`src/hw/rrm_pkg.sv`:
```
/*
  Package of the refresh-rate mode logic: command bus carrier, mode
  register fields, refresh timings, software register map and reset values.
  Assumes a 10 MHz core clock; the command bus runs on that same clock.
*/
package rrm_pkg;

  // ==========================================================
  // command bus
  typedef struct packed {
    logic        cs_n;
    logic        act_n;
    logic        ras_n;
    logic        cas_n;
    logic        we_n;
    logic        bg1;
    logic        refresh_rate_select_bit;
    logic [1:0]  ba;
    logic [13:0] addr;
  } rrm_cmd_s;

  typedef enum logic [1:0] {
    RRM_REF_1X = 2'h0,
    RRM_REF_2X = 2'h1,
    RRM_REF_4X = 2'h2
  } rrm_ref_type_e;

  typedef enum logic [1:0] {
    RRM_ST_IDLE = 2'h1,
    RRM_ST_BUSY = 2'h2
  } rrm_state_e;

  // ==========================================================
  // mode registers, selected by {rate select bit, ba}
  localparam logic [2:0] MR_SEL_GRAN   = 3'h3;
  localparam logic [2:0] MR_SEL_TEMP   = 3'h4;
  localparam int         TCOMP_EN_BIT  = 3;
  localparam int         TCOMP_EXT_BIT = 2;
  localparam int         GRAN_LSB     = 6;
  localparam logic [2:0] GRAN_RESET   = 3'h0;
  localparam logic [2:0] GRAN_FIX1    = 3'h0;
  localparam logic [2:0] GRAN_FIX2    = 3'h1;
  localparam logic [2:0] GRAN_FIX4    = 3'h2;
  localparam logic [2:0] GRAN_DYN12   = 3'h5;
  localparam logic [2:0] GRAN_DYN14   = 3'h6;

  // ==========================================================
  // timing
  localparam int CLK_PERIOD_NS  = 100;
  localparam int RFC1_NS        = 350;
  localparam int RFC2_NS        = 260;
  localparam int RFC4_NS        = 160;
  localparam logic [3:0] RFC1_CYC = 4'((RFC1_NS + CLK_PERIOD_NS - 1) / CLK_PERIOD_NS);
  localparam logic [3:0] RFC2_CYC = 4'((RFC2_NS + CLK_PERIOD_NS - 1) / CLK_PERIOD_NS);
  localparam logic [3:0] RFC4_CYC = 4'((RFC4_NS + CLK_PERIOD_NS - 1) / CLK_PERIOD_NS);
  localparam logic [15:0] REFI_BASE_NS = 16'h1e78;  // 7800 ns
  localparam logic [15:0] REFI_EXT_NS  = 16'h0f3c;  // 3900 ns
  localparam logic signed [7:0] TEMP_COLD_C = 8'sh2d;  // 45 C
  localparam logic signed [7:0] TEMP_HOT_C  = 8'sh55;  // 85 C

  // ==========================================================
  // software registers (APB byte addresses)
  localparam logic [7:0]  OFS_STATUS   = 8'h00;
  localparam logic [7:0]  OFS_TEMP     = 8'h04;
  localparam logic [7:0]  OFS_FLAGS    = 8'h08;
  localparam logic [7:0]  OFS_COUNT    = 8'h0c;
  localparam logic [7:0]  OFS_INTERVAL = 8'h10;
  localparam logic [7:0]  TEMP_RESET   = 8'h19;
  localparam int FLG_BUSY_VIOL = 0;
  localparam int FLG_RESERVED  = 1;
  localparam int FLG_TCOMP_CONF = 2;

endpackage

```
`src/hw/rrm_cmd_decode.sv`:
```
/*
  Command decoder: classifies one command bus word as mode register
  write or refresh and extracts the fields the mode logic needs.
  Assumes the command word is already in the core clock domain.
*/
`timescale 1ns/1ps
module rrm_cmd_decode (
  input  wire rrm_pkg::rrm_cmd_s cmd_i,
  output logic                   is_mrw_o,
  output logic                   is_ref_o,
  output logic [2:0]             mr_sel_o,
  output logic                   rate_sel_o
);
  import rrm_pkg::*;

  logic base;

  always_comb begin
    base       = !cmd_i.cs_n && cmd_i.act_n && !cmd_i.ras_n && !cmd_i.cas_n;
    is_mrw_o   = base && !cmd_i.we_n;
    is_ref_o   = base && cmd_i.we_n;
    mr_sel_o   = {cmd_i.refresh_rate_select_bit, cmd_i.ba};
    rate_sel_o = cmd_i.refresh_rate_select_bit;
  end

endmodule

```
`src/hw/rrm_top.sv`:
```
/*
  Refresh-rate mode logic of the memory device: holds the temperature and
  granularity mode fields, executes or skips incoming refreshes, times the
  refresh cycle and exposes status over APB.
  Assumes the command bus is synchronous to clk_sys_i.
*/
`timescale 1ns/1ps
module rrm_top (
  input  wire logic              clk_sys_i,
  input  wire logic              reset_n_i,
  input  wire rrm_pkg::rrm_cmd_s cmd_i,
  output logic                   refresh_exec_o,
  output rrm_pkg::rrm_ref_type_e refresh_type_o,
  output logic                   refresh_busy_o,
  output logic [15:0]            interval_ns_o,
  input  wire logic              psel,
  input  wire logic              penable,
  input  wire logic              pwrite,
  input  wire logic [7:0]        paddr,
  input  wire logic [31:0]       pwdata,
  output logic [31:0]            prdata,
  output logic                   pready,
  output logic                   pslverr
);
  import rrm_pkg::*;

  logic          is_mrw;
  logic          is_ref;
  logic [2:0]    mr_sel;
  logic          rate_sel;

  rrm_cmd_decode u_dec (
    .cmd_i      (cmd_i),
    .is_mrw_o   (is_mrw),
    .is_ref_o   (is_ref),
    .mr_sel_o   (mr_sel),
    .rate_sel_o (rate_sel)
  );

  // ==========================================================
  // mode registers
  logic        tcomp_en, next_tcomp_en;
  logic        tcomp_ext, next_tcomp_ext;
  logic [2:0]  gran, next_gran;
  logic [15:0] next_interval;

  always_comb begin
    next_tcomp_en  = tcomp_en;
    next_tcomp_ext = tcomp_ext;
    next_gran      = gran;
    if (is_mrw && mr_sel == MR_SEL_TEMP) begin
      next_tcomp_en  = cmd_i.addr[TCOMP_EN_BIT];
      next_tcomp_ext = cmd_i.addr[TCOMP_EXT_BIT];
    end
    if (is_mrw && mr_sel == MR_SEL_GRAN) begin
      next_gran = cmd_i.addr[GRAN_LSB +: 3];
    end
    // expected interval follows mode at once; fixed 2x/4x shorten it, dynamic modes keep it
    next_interval = (next_tcomp_en && next_tcomp_ext) ? REFI_EXT_NS : REFI_BASE_NS;
    case (next_gran)
      GRAN_FIX2: next_interval = next_interval >> 1;
      GRAN_FIX4: next_interval = next_interval >> 2;
      default:   next_interval = next_interval;
    endcase
  end

  always_ff @(posedge clk_sys_i or negedge reset_n_i) begin
    if (!reset_n_i) begin
      tcomp_en      <= 1'h0;
      tcomp_ext     <= 1'h0;
      gran          <= GRAN_RESET;
      interval_ns_o <= REFI_BASE_NS;
    end else begin
      tcomp_en      <= next_tcomp_en;
      tcomp_ext     <= next_tcomp_ext;
      gran          <= next_gran;
      interval_ns_o <= next_interval;
    end
  end

  // ==========================================================
  // refresh type, skipping and cycle timer
  logic signed [7:0] temp;
  rrm_state_e        state, next_state;
  logic [3:0]        rfc_cnt, next_rfc_cnt;
  logic [2:0]        ext_cnt, next_ext_cnt;
  logic [1:0]        skip_shift;
  logic              do_exec, next_exec;
  rrm_ref_type_e     ref_type, next_type;
  logic [15:0]       ext_refs, next_ext_refs;
  logic [15:0]       int_refs, next_int_refs;
  logic              reserved_code;

  always_comb begin
    reserved_code = !(gran inside {GRAN_FIX1, GRAN_FIX2, GRAN_FIX4, GRAN_DYN12, GRAN_DYN14});
    case (gran)
      GRAN_FIX2:  ref_type = RRM_REF_2X;
      GRAN_FIX4:  ref_type = RRM_REF_4X;
      GRAN_DYN12: ref_type = rate_sel ? RRM_REF_2X : RRM_REF_1X;
      GRAN_DYN14: ref_type = rate_sel ? RRM_REF_4X : RRM_REF_1X;
      default:    ref_type = RRM_REF_1X;
    endcase
    // gear ratio: execute one refresh per 2**skip_shift; hot parts skip none
    skip_shift = 2'h0;
    if (tcomp_en && gran == GRAN_FIX1) begin
      if (!tcomp_ext) begin
        skip_shift = (temp < TEMP_COLD_C) ? 2'h2 : 2'h0;
      end else if (temp < TEMP_COLD_C) begin
        skip_shift = 2'h3;
      end else if (temp <= TEMP_HOT_C) begin
        skip_shift = 2'h1;
      end
    end
    next_state    = state;
    next_rfc_cnt  = rfc_cnt;
    next_ext_cnt  = ext_cnt;
    next_exec     = 1'h0;
    next_type     = refresh_type_o;
    next_ext_refs = ext_refs;
    next_int_refs = int_refs;
    case (state)
      RRM_ST_IDLE: begin
        if (is_ref) begin
          next_ext_refs = ext_refs + 16'h1;
          next_ext_cnt  = ext_cnt + 3'h1;
          // skipping is decided here alone, with no extra signalling
          if ((ext_cnt & ((3'h1 << skip_shift) - 3'h1)) == 3'h0) begin
            next_exec     = 1'h1;
            next_type     = ref_type;
            next_int_refs = int_refs + 16'h1;
            next_state    = RRM_ST_BUSY;
            case (ref_type)
              RRM_REF_2X: next_rfc_cnt = RFC2_CYC;
              RRM_REF_4X: next_rfc_cnt = RFC4_CYC;
              default:    next_rfc_cnt = RFC1_CYC;
            endcase
          end
        end
      end
      RRM_ST_BUSY: begin
        next_rfc_cnt = rfc_cnt - 4'h1;
        if (rfc_cnt == 4'h1) begin
          next_state = RRM_ST_IDLE;
        end
      end
      default: next_state = RRM_ST_IDLE;
    endcase
    if (is_mrw && mr_sel == MR_SEL_TEMP) begin
      next_ext_cnt = 3'h0;
    end
  end

  always_ff @(posedge clk_sys_i or negedge reset_n_i) begin
    if (!reset_n_i) begin
      state          <= RRM_ST_IDLE;
      rfc_cnt        <= 4'h0;
      ext_cnt        <= 3'h0;
      refresh_exec_o <= 1'h0;
      refresh_type_o <= RRM_REF_1X;
      ext_refs       <= 16'h0;
      int_refs       <= 16'h0;
    end else begin
      state          <= next_state;
      rfc_cnt        <= next_rfc_cnt;
      ext_cnt        <= next_ext_cnt;
      refresh_exec_o <= next_exec;
      refresh_type_o <= next_type;
      ext_refs       <= next_ext_refs;
      int_refs       <= next_int_refs;
    end
  end

  assign refresh_busy_o = (state == RRM_ST_BUSY);

  // ==========================================================
  // APB slave, zero wait states
  logic [2:0]  flags, next_flags;
  logic signed [7:0] next_temp;
  logic [31:0] next_prdata;
  logic        wr_en;
  logic        rd_hit;

  always_comb begin
    wr_en       = psel && penable && pwrite;
    rd_hit      = 1'h1;
    next_temp   = temp;
    next_flags  = flags;
    next_prdata = 32'h0;
    case (paddr)
      OFS_STATUS:   next_prdata = {24'h0, refresh_type_o, refresh_busy_o, tcomp_ext, tcomp_en, gran};
      OFS_TEMP:     next_prdata = {24'h0, temp};
      OFS_FLAGS:    next_prdata = {29'h0, flags};
      OFS_COUNT:    next_prdata = {int_refs, ext_refs};
      OFS_INTERVAL: next_prdata = {16'h0, interval_ns_o};
      default:      rd_hit      = 1'h0;
    endcase
    if (wr_en && paddr == OFS_TEMP) begin
      next_temp = pwdata[7:0];
    end
    if (wr_en && paddr == OFS_FLAGS) begin
      next_flags = flags & ~pwdata[2:0];
    end
    // events set after the clear so a same-cycle event is kept
    if (is_ref && state == RRM_ST_BUSY) begin
      next_flags[FLG_BUSY_VIOL] = 1'h1;
    end
    if (reserved_code) begin
      next_flags[FLG_RESERVED] = 1'h1;
    end
    if (tcomp_en && gran != GRAN_FIX1) begin
      next_flags[FLG_TCOMP_CONF] = 1'h1;
    end
  end

  always_ff @(posedge clk_sys_i or negedge reset_n_i) begin
    if (!reset_n_i) begin
      temp   <= TEMP_RESET;
      flags  <= 3'h0;
      prdata <= 32'h0;
    end else begin
      temp   <= next_temp;
      flags  <= next_flags;
      prdata <= (psel && !penable && !pwrite) ? next_prdata : prdata;
    end
  end

  assign pready  = 1'b1;
  assign pslverr = psel && penable && !rd_hit;

  // ==========================================================
  // checks
  logic [3:0] skip_run;
  always_ff @(posedge clk_sys_i or negedge reset_n_i) begin
    if (!reset_n_i) begin
      skip_run <= 4'h0;
    end else if (refresh_exec_o) begin
      skip_run <= 4'h0;
    end else if (is_ref && state == RRM_ST_IDLE && !next_exec) begin
      skip_run <= skip_run + 4'h1;
    end
  end

  a_temp_mode_write: assert property (@(posedge clk_sys_i) disable iff (!reset_n_i)
    is_mrw && mr_sel == MR_SEL_TEMP
    |=> tcomp_en == $past(cmd_i.addr[TCOMP_EN_BIT]) && tcomp_ext == $past(cmd_i.addr[TCOMP_EXT_BIT]))
    else $error("temperature mode bits not taken");
  a_skip_normal: assert property (@(posedge clk_sys_i) disable iff (!reset_n_i)
    tcomp_en && !tcomp_ext && is_ref && state == RRM_ST_IDLE && skip_run == 4'h3 |=> refresh_exec_o)
    else $error("more than three of four refreshes skipped");
  a_skip_extended: assert property (@(posedge clk_sys_i) disable iff (!reset_n_i)
    skip_run <= 4'h7)
    else $error("more than seven of eight refreshes skipped");
  a_exec_cause: assert property (@(posedge clk_sys_i) disable iff (!reset_n_i)
    refresh_exec_o |-> $past(is_ref) && $past(state) == RRM_ST_IDLE)
    else $error("refresh executed without a refresh command");
  a_gran_write: assert property (@(posedge clk_sys_i) disable iff (!reset_n_i)
    is_mrw && mr_sel == MR_SEL_GRAN |=> gran == $past(cmd_i.addr[GRAN_LSB +: 3]))
    else $error("granularity field not taken");
  a_dyn_select: assert property (@(posedge clk_sys_i) disable iff (!reset_n_i)
    is_ref && state == RRM_ST_IDLE && gran == GRAN_DYN14 && skip_shift == 2'h0
    |=> refresh_type_o == ($past(rate_sel) ? RRM_REF_4X : RRM_REF_1X))
    else $error("dynamic rate select misread");
  a_fixed_single: assert property (@(posedge clk_sys_i) disable iff (!reset_n_i)
    refresh_exec_o && $past(gran) == GRAN_FIX1 |-> refresh_type_o == RRM_REF_1X)
    else $error("fixed 1x produced another refresh type");
  a_cycle_1x: assert property (@(posedge clk_sys_i) disable iff (!reset_n_i)
    refresh_exec_o && refresh_type_o == RRM_REF_1X |-> refresh_busy_o [*4] ##1 !refresh_busy_o)
    else $error("1x refresh cycle time wrong");
  a_cycle_2x: assert property (@(posedge clk_sys_i) disable iff (!reset_n_i)
    refresh_exec_o && refresh_type_o == RRM_REF_2X |-> refresh_busy_o [*3] ##1 !refresh_busy_o)
    else $error("2x refresh cycle time wrong");
  a_cycle_4x: assert property (@(posedge clk_sys_i) disable iff (!reset_n_i)
    refresh_exec_o && refresh_type_o == RRM_REF_4X |-> refresh_busy_o [*2] ##1 !refresh_busy_o)
    else $error("4x refresh cycle time wrong");
  a_interval_now: assert property (@(posedge clk_sys_i) disable iff (!reset_n_i)
    is_mrw && mr_sel == MR_SEL_GRAN && cmd_i.addr[GRAN_LSB +: 3] == GRAN_FIX2 && !tcomp_en
    |=> interval_ns_o == (REFI_BASE_NS >> 1))
    else $error("interval not updated at mode change");

endmodule

```
`config.mk`:
```
export PLATFORM = sky130hd
export DESIGN_NAME = rrm_top
export DESIGN_NICKNAME = d
export VERILOG_FILES = /design/src/hw/rrm_pkg.sv /design/src/hw/rrm_cmd_decode.sv /design/src/hw/rrm_top.sv
export SDC_FILE = /design/constraint.sdc
export NUM_CORES = 1
export LEC_CHECK = 0
export BUFFER_PORTS_ARGS = -buffer_cell sky130_fd_sc_hd__buf_4
export CORE_ASPECT_RATIO = 1.4
export CORE_MARGIN = 5
export CORE_UTILIZATION = 40
export DETAILED_ROUTE_END_ITERATION = 6
export PLACE_DENSITY = 0.74
export RECOVER_POWER = 50
export SLEW_MARGIN = 30
export SYNTH_ARGS = -nofsm -noshare
export SYNTH_HDL_FRONTEND = slang
export SYNTH_SLANG_ARGS = --single-unit
export TNS_END_PERCENT = 5
```
`constraint.sdc`:
```
create_clock -name clk_sys_i -period 2.8 [get_ports clk_sys_i]
set_clock_uncertainty 0.1 [all_clocks]
set_input_delay 0 -clock clk_sys_i [delete_from_list [all_inputs] [get_ports clk_sys_i]]
set_output_delay 0 -clock clk_sys_i [all_outputs]
set_load 0.005 [all_outputs]
```
==> results.toml <==
[sta]
clock.fmax_ghz = 0.4876
slew-limit-headroom_pct = 7.041
min_period_ns = 2.051
setup-violations-final = 0
worst_pin_slew_ns = 1.394
finalCritPeriodShare_pct = 73.25
rsz0062_at_grt = "false"
tns_ns = 0
finalHoldViolCount = 0
whs_ns = 0.005246
slew_viol_final = 0

[run_status]
status = "complete, no violations"

[clocking]
cts_tree = "done"
clkLatencyLatePin_ns = 0.34
h-tree-depth = 3
cts-root-buf = "clkbuf_16"
cts-buffers-inserted = 9
cts.path.max_buffers = 2
cts_hold_buffers = 19
cts_setup_buffers = 0
cts.sinks = 99
cts_resized = 0
path_clk_slew_ns = 0.07

[placed_design]
gp_congestion = 0.8465
dpl.hpwl_mm = 8.360
port_buffers = 81
placed_area_um2 = 5482

[logic_synthesis]
synthFlopType = "dfrtp_1"
async_reset_ff_share_pct = 100.0
yosysSeqAreaShare_pct = 52.25
synth.cell_area_um2 = 4761
synthTopCellsByArea = "dfrtp_1 48%, dfstp_2 4.4%, a22o_1 4.4%, xor2_1 3.5%, nand2_1 3.5%"
syn_area_per_cell_um2 = 10.92
synth_top_cell_area_share_pct = 47.83
synth_seq_cells = 99
syn_inst = 436
synthDistinctLibCells = 62
synth_edf_count = 0
synth_top_cell_by_area = "dfrtp_1"
yosysWarnings = 0

[routing]
ant_nets = 0
via_per_inst = 5.399
drt_iter0_drc = 191
firstDrtPassIters = 4
route.detailed.drc = 0
via_count = 3693
routedWlPerCell_um = 16.44
drt_wl_total_mm = 11.24

[global_routing]
first_global_vias = 3831
top_usage_layer = "met2"
grt_pass1_wl_mm = 18.90
grt_overflow = 0
antenna_found_initial = 0
grt_max_degree = 58
use_met2_pct = 28.23
groute.usage.overall_pct = 16.73
grtUsageMet1_pct = 19.89
grt_use_met3_pct = 2.818

[setup_path]
crit_path_max_fanout = 8
crit_chain = "dlygate4sd3_1, buf_4, nor4_4, mux2_1, dlygate4sd3_1"
endpoint = "gran[1]$_DFF_PN0_"
crit_required_ns = 2.93
r2r_end = "refresh_type_o[0]$_DFFE_PN0P_"
cp.depth = 5
startpoint_type = "input pin"
path_buf_inv = 3
crit_path_max_incr_delay_ns = 0.56
path_common_cell = "dlygate4sd3_1"
critPathSlowestCell = "dlygate4sd3_1"
worstReg2RegStart = "gran[0]$_DFF_PN0_"
crit_family = "buffers and inverters"
endpoint_kind = "flop"
r2r_cells = 6
crit_type = "in2reg"
r2r_slack_ns = 0.76
arrival_ns = 2.18
crit_start = "cmd_i[18]"

[cells_and_area]
final_nets = 606
layout_common_cells = "91 x dfrtp_1, 44 x nand2_1, 42 x buf_4, 38 x clkbuf_4, 28 x nor2_1"
regArea_um2 = 2487
area_delta_synth_final_pct = 25.05
final_common_cell = "dfrtp_1"
design_area_um2 = 5953
drive_above_1_share_pct = 22.53
multi_input_area_um2 = 2107
antenna_cells = 0
num-fill-cells = 1087

[power_and_ir_drop]
irDropWorstVdd_uv = 292.0
power_leakage_uw = 0.002830
powerDensity_nw_per_um2 = 573.7

[run]
cap_violations = 0

[floorplanning]
rows = 47
die_w_um = 102.2
die_h_um = 139.1
pin_count = 122
dieArea_um2 = 14220
coreArea_um2 = 11760
initial_core_util_pct = 40.48

[worst_hold_path]
hold_path_class = "in2reg"
-- stage by stage --
stage	utilization [%]	setup slack (ns)	cells	total power [uW]
2_1_floorplan	-	0.7767	440	1945
3_3_place_gp	46.61	0.7078	649	2130
3_5_place_dp	46.61	0.6616	649	2157
4_1_cts	50.89	0.7383	684	3452
5_1_grt	50.62	0.5334	684	3572
6_report	50.62	0.7491	684	3415
-- worst min-delay path, stage by stage --
cell	delay [ns]
buf_4	0.11
nor4_4	0.08
mux2i_1	0.16
inv_1	0.07
-- Yosys cell counts, drive strengths merged, types with 2 or more instances --
cell type	count
nor2b	6
o2bb2ai	2
dfrtp	91
mux2i	7
nand2	44
ha	6
a31oi	4
nand2b	9
nand4	9
inv	10
o21ai	20
mux2	14
nor3	12
a22oi	2
mux4	3
nor4	5
a21oi	14
and3	4
o211ai	2
nor3b	3
and4	5
a32oi	4
a22o	24
or2	4
buf	14
conb	2
clkbuf	12
xnor2	13
dfstp	8
a211oi	2
xor2	19
or3	2
and2	2
o22ai	2
nand3	16
a31o	2
nor2	28
-- report_power, final --
group | internal [uW] | leakage, uW | switching, uW
sequential | 1530 | 0.00132 | 121
clock | 762 | 0.000155 | 503
combinational | 233 | 0.00136 | 266
total | 2530 | 0.00283 | 889
-- worst min path at each step --
| stage | cells past startpoint | start | slack [ns] | endpoint |
|---|---|---|---|---|
| 2_1_floorplan | 0 | reset_n_i | -0.40 | ext_cnt[0]$_DFFE_PN0P_ |
| 3_3_place_gp | 1 | reset_n_i | -0.008 | gran[1]$_DFF_PN0_ |
| 3_5_place_dp | 1 | reset_n_i | -0.0006 | gran[1]$_DFF_PN0_ |
| 4_1_cts | 3 | paddr[4] | 0.002 | prdata[1]$_DFFE_PN0P_ |
| 5_1_grt | 4 | cmd_i[16] | 0.03 | gran[2]$_DFF_PN0_ |
| 6_report | 4 | cmd_i[16] | 0.005 | gran[2]$_DFF_PN0_ |
-- metal layers --
metal,wire (um),vias to the layer above
li1,-,1739
met1,4274,1817
met2,6007,103
met3,456,34
met4,505,0
met5,0,-
-- sequential cells by signal, indices dropped and copies added, names as in the netlist, 2 cells and up --
signal,flops
rfc_cnt,4
gran,3
state,2
temp,8
ext_refs,16
refresh_type_o,2
flags,3
interval_ns_o,7
ext_cnt,3
int_refs,16
prdata,32
-- layout make-up --
class	count	share of cell area (%)
sequential	99	41.78
timing repair buffer	107	13.83
multi-input combinational	305	35.39
clock inverter	4	0.7987
clock buffer	12	4.477
tap	147	3.090
inverter	10	0.6305
-- cells by family after synthesis --
logic type / share of synthesized area [%]
and+or+nand+nor: 17.45
buffers and inverters: 3.705
AOI/OAI and AO/OA: 12.77
other: 0.1577
xor gates and xnor gates: 5.887
adders and majority gates: 1.577
muxes: 6.202
DFF: 52.25
No activity file was read; power rests on OpenSTA's default activity.
